File: config.mk
export PLATFORM = sky130hd
export DESIGN_NAME = slsl_stroke_limit
export DESIGN_NICKNAME = d
export VERILOG_FILES = /design/src/slsl_pkg.sv /design/src/slsl_stroke_limit.sv
export SDC_FILE = /design/constraint.sdc
export NUM_CORES = 1
export LEC_CHECK = 0
export BUFFER_PORTS_ARGS = -buffer_cell sky130_fd_sc_hd__buf_2
export CORE_MARGIN = 2
export CORE_UTILIZATION = 42
export CTS_CLUSTER_DIAMETER = 60
export CTS_CLUSTER_SIZE = 10
export DETAILED_ROUTE_END_ITERATION = 8
export PLACE_DENSITY_LB_ADDON = 0.08
export SYNTH_ARGS = -nofsm -noshare
export SYNTH_HDL_FRONTEND = slang
export SYNTH_SLANG_ARGS = --single-unit
File: constraint.sdc
create_clock -name pclk -period 3.81 [get_ports pclk]
set_input_delay 0.381 -clock pclk [delete_from_list [all_inputs] [get_ports pclk]]
set_output_delay 0.381 -clock pclk [all_outputs]
set_load 0.01 [all_outputs]
File: src/slsl_pkg.sv
package slsl_pkg;
   // ----------------------------------------
   // register byte offsets
   // ----------------------------------------
   localparam logic [7:0] SLSL_OFS_CTRL = 8'h00;
   localparam logic [7:0] SLSL_OFS_HOST = 8'h04;
   localparam logic [7:0] SLSL_OFS_CMD_POS = 8'h08;
   localparam logic [7:0] SLSL_OFS_LATCH_POS = 8'h0C;
   localparam logic [7:0] SLSL_OFS_STATUS = 8'h10;
   localparam logic [7:0] SLSL_OFS_ACTION = 8'h14;
   localparam logic [7:0] SLSL_OFS_INT_STATUS = 8'h18;
   localparam logic [7:0] SLSL_OFS_INT_MASK = 8'h1C;
   // ----------------------------------------
   // control fields
   // ----------------------------------------
   localparam int SLSL_CTRL_SRC = 0;
   localparam int SLSL_CTRL_DIR = 1;
   localparam int SLSL_CTRL_AUTO = 2;
   localparam int SLSL_CTRL_CSP = 3;
   localparam int SLSL_CTRL_STOP_LSB = 4;
   localparam logic [5:0] SLSL_CTRL_RESET = 6'h00;
   // ----------------------------------------
   // host limit fields
   // ----------------------------------------
   localparam int SLSL_HOST_UPPER = 0;
   localparam int SLSL_HOST_LOWER = 1;
   localparam int SLSL_HOST_DOG = 2;
   localparam logic [2:0] SLSL_HOST_RESET = 3'h3;
   // ----------------------------------------
   // action and interrupt fields
   // ----------------------------------------
   localparam int SLSL_ACT_SET_HOME = 0;
   localparam int SLSL_ACT_CLR_ALARM = 1;
   localparam int SLSL_INT_STROKE = 0;
   localparam int SLSL_INT_CMD_ERR = 1;
   // ----------------------------------------
   // position check
   // ----------------------------------------
   localparam logic signed [32:0] SLSL_CMD_ERR_MARGIN = 33'sh0_0000_001E;
endpackage : slsl_pkg

File: src/slsl_stroke_limit.sv
// Decided for this implementation: the address map and the APB register port.
`timescale 1ns/1ps
// How it works
// - source select 0 takes forward end, reverse end and dog from local pins.
// - source select 1 takes upper, lower and dog values written by the controller.
// - direction 0 reports forward end as upper flag, reverse end as lower flag.
// - direction 1 reports reverse end as upper flag, forward end as lower flag.
// - automatic-on forces both local end inputs on, so with source select 0 no stroke stop occurs.
// - limit inputs are active low: on means released, off means limit in effect.
// - any end or limit signal off stops the motor with the configured method.
// - in csp, command beyond latched stroke position by over 30 raises alarm.
// - command error alarm clears home established; controller must home again.
module slsl_stroke_limit
   import slsl_pkg::*;
(
   // clock and reset
   input wire logic pclk,
   input wire logic presetn,
   // apb slave
   input wire logic psel,
   input wire logic penable,
   input wire logic pwrite,
   input wire logic [7:0] paddr,
   input wire logic [31:0] pwdata,
   output logic [31:0] prdata,
   output logic pready,
   output logic pslverr,
   // local switch pins, high while the contact is closed
   input wire logic forward_end_switch,
   input wire logic reverse_end_switch,
   input wire logic proximity_dog,
   // reported to the controller and the drive
   output logic upper_limit_flag,
   output logic lower_limit_flag,
   output logic dog_flag,
   output logic motor_stop,
   output logic [1:0] stop_method,
   output logic command_error_alarm,
   output logic home_established,
   output logic irq
);
   // ----------------------------------------
   // pin synchronisers
   // ----------------------------------------
   logic [2:0] pin_meta;
   logic [2:0] pin_sync;

   // switches sit at released (on) during reset so no false stop is seen
   always_ff @(posedge pclk or negedge presetn)
   begin
      if (!presetn)
      begin
         pin_meta <= 3'h7;
         pin_sync <= 3'h7;
      end
      else
      begin
         pin_meta <= {proximity_dog, reverse_end_switch, forward_end_switch};
         pin_sync <= pin_meta;
      end
   end

   // ----------------------------------------
   // registers
   // ----------------------------------------
   logic [5:0] ctrl;
   logic [2:0] host_lim;
   logic [31:0] cmd_pos;
   logic [31:0] latch_pos;
   logic [1:0] int_status;
   logic [1:0] int_mask;
   logic wr_en;
   logic rd_en;
   logic addr_ok;
   logic limit_source_select;
   logic travel_direction_select;
   logic auto_on;
   logic csp_mode;

   assign limit_source_select = ctrl[SLSL_CTRL_SRC];
   assign travel_direction_select = ctrl[SLSL_CTRL_DIR];
   assign auto_on = ctrl[SLSL_CTRL_AUTO];
   assign csp_mode = ctrl[SLSL_CTRL_CSP];
   assign stop_method = ctrl[SLSL_CTRL_STOP_LSB +: 2];

   // one wait state: pready rises in the second access cycle, writes land with it
   assign wr_en = psel && penable && pready && pwrite && addr_ok;
   assign rd_en = psel && penable && !pready && !pwrite;
   assign addr_ok = (paddr[1:0] == 2'h0) && (paddr <= SLSL_OFS_INT_MASK);

   always_ff @(posedge pclk or negedge presetn)
   begin
      if (!presetn)
      begin
         pready <= 1'b0;
         pslverr <= 1'b0;
      end
      else
      begin
         pready <= psel && penable && !pready;
         pslverr <= psel && penable && !pready && !addr_ok;
      end
   end

   always_ff @(posedge pclk or negedge presetn)
   begin
      if (!presetn)
      begin
         ctrl <= SLSL_CTRL_RESET;
         host_lim <= SLSL_HOST_RESET;
         cmd_pos <= 32'h0000_0000;
         int_mask <= 2'h0;
      end
      else if (wr_en)
      begin
         case (paddr)
            SLSL_OFS_CTRL: ctrl <= pwdata[5:0];
            SLSL_OFS_HOST: host_lim <= pwdata[2:0];
            SLSL_OFS_CMD_POS: cmd_pos <= pwdata;
            SLSL_OFS_INT_MASK: int_mask <= pwdata[1:0];
            default: ;
         endcase
      end
   end

   always_ff @(posedge pclk or negedge presetn)
   begin
      if (!presetn)
         prdata <= 32'h0000_0000;
      else if (rd_en)
      begin
         case (paddr)
            SLSL_OFS_CTRL: prdata <= {26'h0, ctrl};
            SLSL_OFS_HOST: prdata <= {29'h0, host_lim};
            SLSL_OFS_CMD_POS: prdata <= cmd_pos;
            SLSL_OFS_LATCH_POS: prdata <= latch_pos;
            SLSL_OFS_STATUS: prdata <= {26'h0, home_established, command_error_alarm,
                                        motor_stop, dog_flag, lower_limit_flag,
                                        upper_limit_flag};
            SLSL_OFS_INT_STATUS: prdata <= {30'h0, int_status};
            SLSL_OFS_INT_MASK: prdata <= {30'h0, int_mask};
            default: prdata <= 32'h0000_0000;
         endcase
      end
   end

   // ----------------------------------------
   // source select and direction mapping
   // ----------------------------------------
   logic fwd_eff;
   logic rev_eff;
   logic next_upper;
   logic next_lower;
   logic next_dog;
   logic next_stop;

   always_comb
   begin
      fwd_eff = auto_on | pin_sync[0];
      rev_eff = auto_on | pin_sync[1];
      if (limit_source_select)
      begin
         next_upper = host_lim[SLSL_HOST_UPPER];
         next_lower = host_lim[SLSL_HOST_LOWER];
         next_dog = host_lim[SLSL_HOST_DOG];
      end
      else
      begin
         next_upper = travel_direction_select ? rev_eff : fwd_eff;
         next_lower = travel_direction_select ? fwd_eff : rev_eff;
         next_dog = pin_sync[2];
      end
      // low level is a limit in effect
      next_stop = !(next_upper && next_lower);
   end

   always_ff @(posedge pclk or negedge presetn)
   begin
      if (!presetn)
      begin
         upper_limit_flag <= 1'b1;
         lower_limit_flag <= 1'b1;
         dog_flag <= 1'b1;
         motor_stop <= 1'b0;
      end
      else
      begin
         upper_limit_flag <= next_upper;
         lower_limit_flag <= next_lower;
         dog_flag <= next_dog;
         motor_stop <= next_stop;
      end
   end

   // ----------------------------------------
   // position overrun check
   // ----------------------------------------
   logic stroke_event;
   logic signed [32:0] overrun;
   logic over_limit;
   logic alarm_event;

   assign stroke_event = next_stop && !motor_stop;
   assign overrun = signed'({cmd_pos[31], cmd_pos}) - signed'({latch_pos[31], latch_pos});
   // the controller is trusted to freeze its command, so only excess is judged
   assign over_limit = (!upper_limit_flag && (overrun > SLSL_CMD_ERR_MARGIN)) ||
                       (!lower_limit_flag && (overrun < -SLSL_CMD_ERR_MARGIN));
   assign alarm_event = csp_mode && motor_stop && over_limit;

   always_ff @(posedge pclk or negedge presetn)
   begin
      if (!presetn)
         latch_pos <= 32'h0000_0000;
      else if (stroke_event)
         latch_pos <= cmd_pos;
   end

   always_ff @(posedge pclk or negedge presetn)
   begin
      if (!presetn)
         command_error_alarm <= 1'b0;
      else if (alarm_event)
         command_error_alarm <= 1'b1;
      else if (wr_en && paddr == SLSL_OFS_ACTION && pwdata[SLSL_ACT_CLR_ALARM])
         command_error_alarm <= 1'b0;
   end

   // homing cannot be declared while the alarm still stands
   always_ff @(posedge pclk or negedge presetn)
   begin
      if (!presetn)
         home_established <= 1'b0;
      else if (alarm_event || command_error_alarm)
         home_established <= 1'b0;
      else if (wr_en && paddr == SLSL_OFS_ACTION && pwdata[SLSL_ACT_SET_HOME])
         home_established <= 1'b1;
   end

   // ----------------------------------------
   // interrupts
   // ----------------------------------------
   logic [1:0] int_set;
   logic [1:0] int_clr;

   assign int_set = {alarm_event, stroke_event};
   assign int_clr = (wr_en && paddr == SLSL_OFS_INT_STATUS) ? pwdata[1:0] : 2'h0;

   always_ff @(posedge pclk or negedge presetn)
   begin
      if (!presetn)
         int_status <= 2'h0;
      else
         int_status <= (int_status & ~int_clr) | int_set; // set wins over clear
   end

   always_ff @(posedge pclk or negedge presetn)
   begin
      if (!presetn)
         irq <= 1'b0;
      else
         irq <= |(((int_status & ~int_clr) | int_set) & int_mask);
   end

   // ----------------------------------------
   // assertions
   // ----------------------------------------
   property p_host_source;
      @(posedge pclk) disable iff (!presetn)
      limit_source_select |=> (upper_limit_flag == $past(host_lim[SLSL_HOST_UPPER])) &&
                              (lower_limit_flag == $past(host_lim[SLSL_HOST_LOWER]));
   endproperty
   a_host_source: assert property (p_host_source) else $error("host limits not used");

   property p_local_dir0;
      @(posedge pclk) disable iff (!presetn)
      (!limit_source_select && !travel_direction_select && !auto_on)
         |=> (upper_limit_flag == $past(pin_sync[0])) && (lower_limit_flag == $past(pin_sync[1]));
   endproperty
   a_local_dir0: assert property (p_local_dir0) else $error("direction 0 mapping wrong");

   property p_local_dir1;
      @(posedge pclk) disable iff (!presetn)
      (!limit_source_select && travel_direction_select && !auto_on)
         |=> (upper_limit_flag == $past(pin_sync[1])) && (lower_limit_flag == $past(pin_sync[0]));
   endproperty
   a_local_dir1: assert property (p_local_dir1) else $error("direction 1 mapping wrong");

   property p_auto_on;
      @(posedge pclk) disable iff (!presetn)
      (!limit_source_select && auto_on) |=> upper_limit_flag && lower_limit_flag && !motor_stop;
   endproperty
   a_auto_on: assert property (p_auto_on) else $error("auto on still stops");

   property p_active_low;
      @(posedge pclk) disable iff (!presetn)
      (!limit_source_select && !auto_on && !travel_direction_select && !pin_sync[0])
         |=> !upper_limit_flag ##0 motor_stop;
   endproperty
   a_active_low: assert property (p_active_low) else $error("open contact not a limit");

   property p_stop;
      @(posedge pclk) disable iff (!presetn)
      motor_stop == !(upper_limit_flag && lower_limit_flag);
   endproperty
   a_stop: assert property (p_stop) else $error("stop does not follow limits");

   property p_alarm_raise;
      @(posedge pclk) disable iff (!presetn)
      (csp_mode && motor_stop && !upper_limit_flag && overrun > SLSL_CMD_ERR_MARGIN)
         |=> command_error_alarm && int_status[SLSL_INT_CMD_ERR];
   endproperty
   a_alarm_raise: assert property (p_alarm_raise) else $error("overrun not alarmed");

   property p_alarm_cause;
      @(posedge pclk) disable iff (!presetn)
      $rose(command_error_alarm) |-> $past(csp_mode) && $past(motor_stop);
   endproperty
   a_alarm_cause: assert property (p_alarm_cause) else $error("alarm without cause");

   property p_home_lost;
      @(posedge pclk) disable iff (!presetn)
      command_error_alarm |-> !home_established;
   endproperty
   a_home_lost: assert property (p_home_lost) else $error("home kept after alarm");

   c_stroke_stop: cover property (@(posedge pclk) disable iff (!presetn) $rose(motor_stop));
   c_alarm: cover property (@(posedge pclk) disable iff (!presetn) $rose(command_error_alarm));
   c_host_mode: cover property (@(posedge pclk) disable iff (!presetn)
      limit_source_select && !upper_limit_flag);
   c_irq: cover property (@(posedge pclk) disable iff (!presetn) $rose(irq));
endmodule : slsl_stroke_limit

==> impl_metrics.py <==
metrics = {
    "cts": {
        "clkLatencyLatePin_ns": 0.43,
        "clockBufferDepth": 2,
        "htree_levels": 4,
        "cts-buffers-inserted": 17,
        "cts.reportedPaths.clkPinSlew_ns": 0.06,
        "cts_tree": "built",
        "clock-sinks": 124,
        "cts-root-buf": "clkbuf_16",
        "hold_buffers": 0,
    },
    "final_layout": {
        "drive_gt1_share_pct": 24.91,
        "fin_util_pct": 51.15,
        "mostFrequentLayoutCell": "nand2_1",
        "layout_common_cells": "nand2_1, dfrtp_1, buf_2, o21ai_0, mux2_2",
        "nets": 935,
        "syn2layout_area_growth_pct": 18.23,
        "layout.cells.non_filler": 1087,
        "fill_cells": 1573,
        "insertedDiodeCount": 0,
    },
    "status": {
        "violations": "hold timing",
        "outcome": "finished, violations left",
    },
    "worst_setup_path": {
        "cp_slowest_stage_delay_ns": 0.42,
        "crit_path_start_kind": "flip-flop",
        "cp.arrival_ns": 3.89,
        "cp_num_buf_inv": 0,
        "cp.required_ns": 4.12,
        "crit_family": "simple AND/OR/NAND/NOR gates",
        "crit_slowest_cell": "or4_1",
        "r2r-start": "cmd_pos[12]$_DFFE_PN0P_",
        "endpoint_kind": "flip-flop",
        "crit_type": "reg -> reg",
        "critPathLaunch": "cmd_pos[12]$_DFFE_PN0P_",
        "cp_cell_sequence": "ha_1 -> and4_1 -> and2_1 -> a21boi_2 -> or3_1 -> xnor2_1 -> or3b_1 -> or4_1 -> nor4_2 -> a31oi_1 -> a2111oi_2",
        "worst-path-max-fanout": 7,
    },
    "timing": {
        "holdWs_ns": -0.001078,
        "rsz0062_at_grt": "no",
        "tightest_slew_ns": 0.8747,
        "fin_crit_ns": 3.582,
        "setup_violations": 0,
        "finalCritPeriodShare_pct": 94.02,
        "relSlewSlack_pct": 41.55,
        "max_freq_mhz": 279.2,
        "hold_viol": 1,
        "finalSetupTns_ns": 0,
        "finalClockSkew_ns": 0.01140,
        "drv_slew": 0,
    },
    "drt": {
        "firstDrtPassIters": 5,
        "antenna_left": 0,
        "drc": 0,
        "drt_iter0_drc": 332,
        "drt_wl_total_um": 18410,
        "wire_per_inst_um": 16.94,
        "vias": 6004,
        "vias_per_cell": 5.523,
    },
    "yosys": {
        "yosysTopAreaCell": "dfrtp_1",
        "synth-edff-count": 0,
        "synthArstFlopShare_pct": 100.0,
        "synth_cell_types": 77,
        "syn_area_per_cell_um2": 9.339,
        "synth_ff_type": "dfrtp_1",
        "ys_top_cells_by_area": "dfrtp_1, mux2_2, nand2_1",
        "ys_ff_latch": 124,
        "synth_nets": 852,
        "yosysSeqAreaShare_pct": 43.28,
        "synth_area_mm2": 0.007201,
        "synthCells": 771,
        "synth_warnings": 0,
        "yosysTopAreaCellShare_pct": 39.27,
    },
    "global_routing": {
        "grt_pass1_vias": 5984,
        "overflow": 0,
        "antenna_found_initial": 0,
        "grt_start_max_net_pins": 71,
        "grt_pass1_wl_um": 30470,
        "grt_util_all_layers_pct": 20.99,
    },
    "power": {
        "power_density_mw_per_mm2": 356.2,
        "p_switching_mw": 0.6855,
        "clkPwrFrac_pct": 52.7,
        "ir_drop_mv": 0.2977,
        "power.leakage_nw": 4.032,
        "switching_share_pct": 22.61,
        "pwr-share-seq_pct": 44.0,
        "combPwrFrac_pct": 3.3,
        "p_int_mw": 2.347,
    },
    "place": {
        "place_inst": 1054,
        "io_buffer_count": 90,
        "dp_hpwl_um": 13410,
        "gp_congestion": 0.9290,
    },
    "floorplan": {
        "die_w_um": 134.9,
        "fp.dieH_um": 134.9,
        "initial_core_util_pct": 43.27,
        "core_mm2": 0.01664,
        "rows": 47,
        "io_pins": 91,
        "die_area_mm2": 0.01821,
    },
    "hold_path": {
        "hold_path.class": "in -> async",
    },
    "flow_run": {
        "maxCapViolations": 0,
    },
}
==> sequential cells by signal (all words and copies together), names as in the netlist <==
name,cells
latch_pos,32
pin_meta,3
cmd_pos,32
prdata,32
pslverr,1
ctrl,6
host_lim,3
motor_stop,1
pready,1
dog_flag,1
pin_sync,3
command_error_alarm,1
upper_limit_flag,1
int_mask,2
home_established,1
int_status,2
irq,1
lower_limit_flag,1
==> what timing repair did <==
item / in CTS / in global routing
endpoints found under the setup margin: 0 / 4
setup buffers: 0 / 1
hold endpoints to repair: 0 / 0
gates resized for setup: 0 / 12
==> metrics by stage <==
| step | hold slack [ns] | setup WS (ns) | cell area, um2 | total power [mW] |
|---|---|---|---|---|
| floorplan | 0.08541 | 0.4724 | 7201 | 1.386 |
| global placement | 0.3472 | 0.2865 | 7881 | 1.459 |
| detailed placement | 0.3484 | 0.1719 | 7881 | 1.461 |
| CTS | 0.006204 | 0.1392 | 8468 | 3.080 |
| global route | 0.03652 | 0.009862 | 8513 | 3.141 |
| finish | -0.001078 | 0.2277 | 8513 | 3.032 |
==> worst paths after layout <==
check	end	cells after the start	slack, ns
setup / recovery	home_established$_DFFE_PN0P_	11	0.23
hold / removal	prdata[8]$_DFFE_PN0P_	1	-0.001
setup reg to reg	home_established$_DFFE_PN0P_	11	0.23
hold reg to reg	pin_sync[2]$_DFF_PN1_	0	0.36
max in group asynchronous	upper_limit_flag$_DFF_PN1_	2	2.97
min in group pclk	pin_meta[0]$_DFF_PN1_	1	0.06
==> per-layer routing <==
layer,track usage (%),vias to the layer above,wire [um]
met1,28.17,2907,8833
met4,7.176,0,290
met5,0,-,0
met3,4.317,24,760
li1,-,2942,-
met2,33.95,131,8528
==> synth_stat cells (4+ instances only) <==
master and count:
or3_1 7, nor3_1 7, o31ai_1 4, a21oi_1 46, mux2_2 44, dfrtp_1 113
nor2b_1 7, xnor2_1 13, ha_1 32, buf_4 5, a211oi_1 8, dfstp_2 11
nor4_1 4, nand3_1 8, o21bai_1 5, nor2_1 26, inv_1 42, clkbuf_1 27
a21o_1 12, and2_1 6, o211ai_1 6, o21ai_0 79, nand4_1 8, xor2_1 12
o21ai_1 6, nand2_1 125, a22oi_1 30
==> cell families (layout without fill, tap and decap cells) <==
family,Yosys count,count (layout),share of synthesized area [%]
buf+inv,79,175,4.500
compound gates,238,238,21.30
simple gates,226,226,14.87
xor+xnor,25,25,3.041
flops,124,124,43.28
mux,46,46,7.159
fa+ha+maj,33,33,5.838
==> layout make-up <==
type                    count  area, um2  area share, %
clock buffers              20      446.7          5.247
clock inverters            12      140.1          1.646
inverters                  42      157.7          1.852
multi-input cells         568       3816          44.83
flip-flops and latches    124       3117          36.61
well taps                 220      275.3          3.233
repair buffers            101      560.5          6.584
==> power by group through the flow <==
stage | sequential (mW) | combinational [mW] | clock, mW
5_1_grt | 1.33 | 0.115 | 1.69
3_3_place_gp | 1.36 | 0.101 | 0
2_1_floorplan | 1.36 | 0.0295 | 0
4_1_cts | 1.33 | 0.104 | 1.64
3_5_place_dp | 1.36 | 0.104 | 0
6_report | 1.33 | 0.101 | 1.60
==> worst reg2reg max path: stages (launching register included) <==
cell       delay (ns)
dfrtp_1          0.40
ha_1             0.42
and4_1           0.27
and2_1           0.18
a21boi_2         0.17
or3_1            0.41
xnor2_1          0.17
or3b_1           0.36
or4_1            0.42
nor4_2           0.16
a31oi_1          0.16
a2111oi_2        0.35
Power figures use the tool's default switching activity.
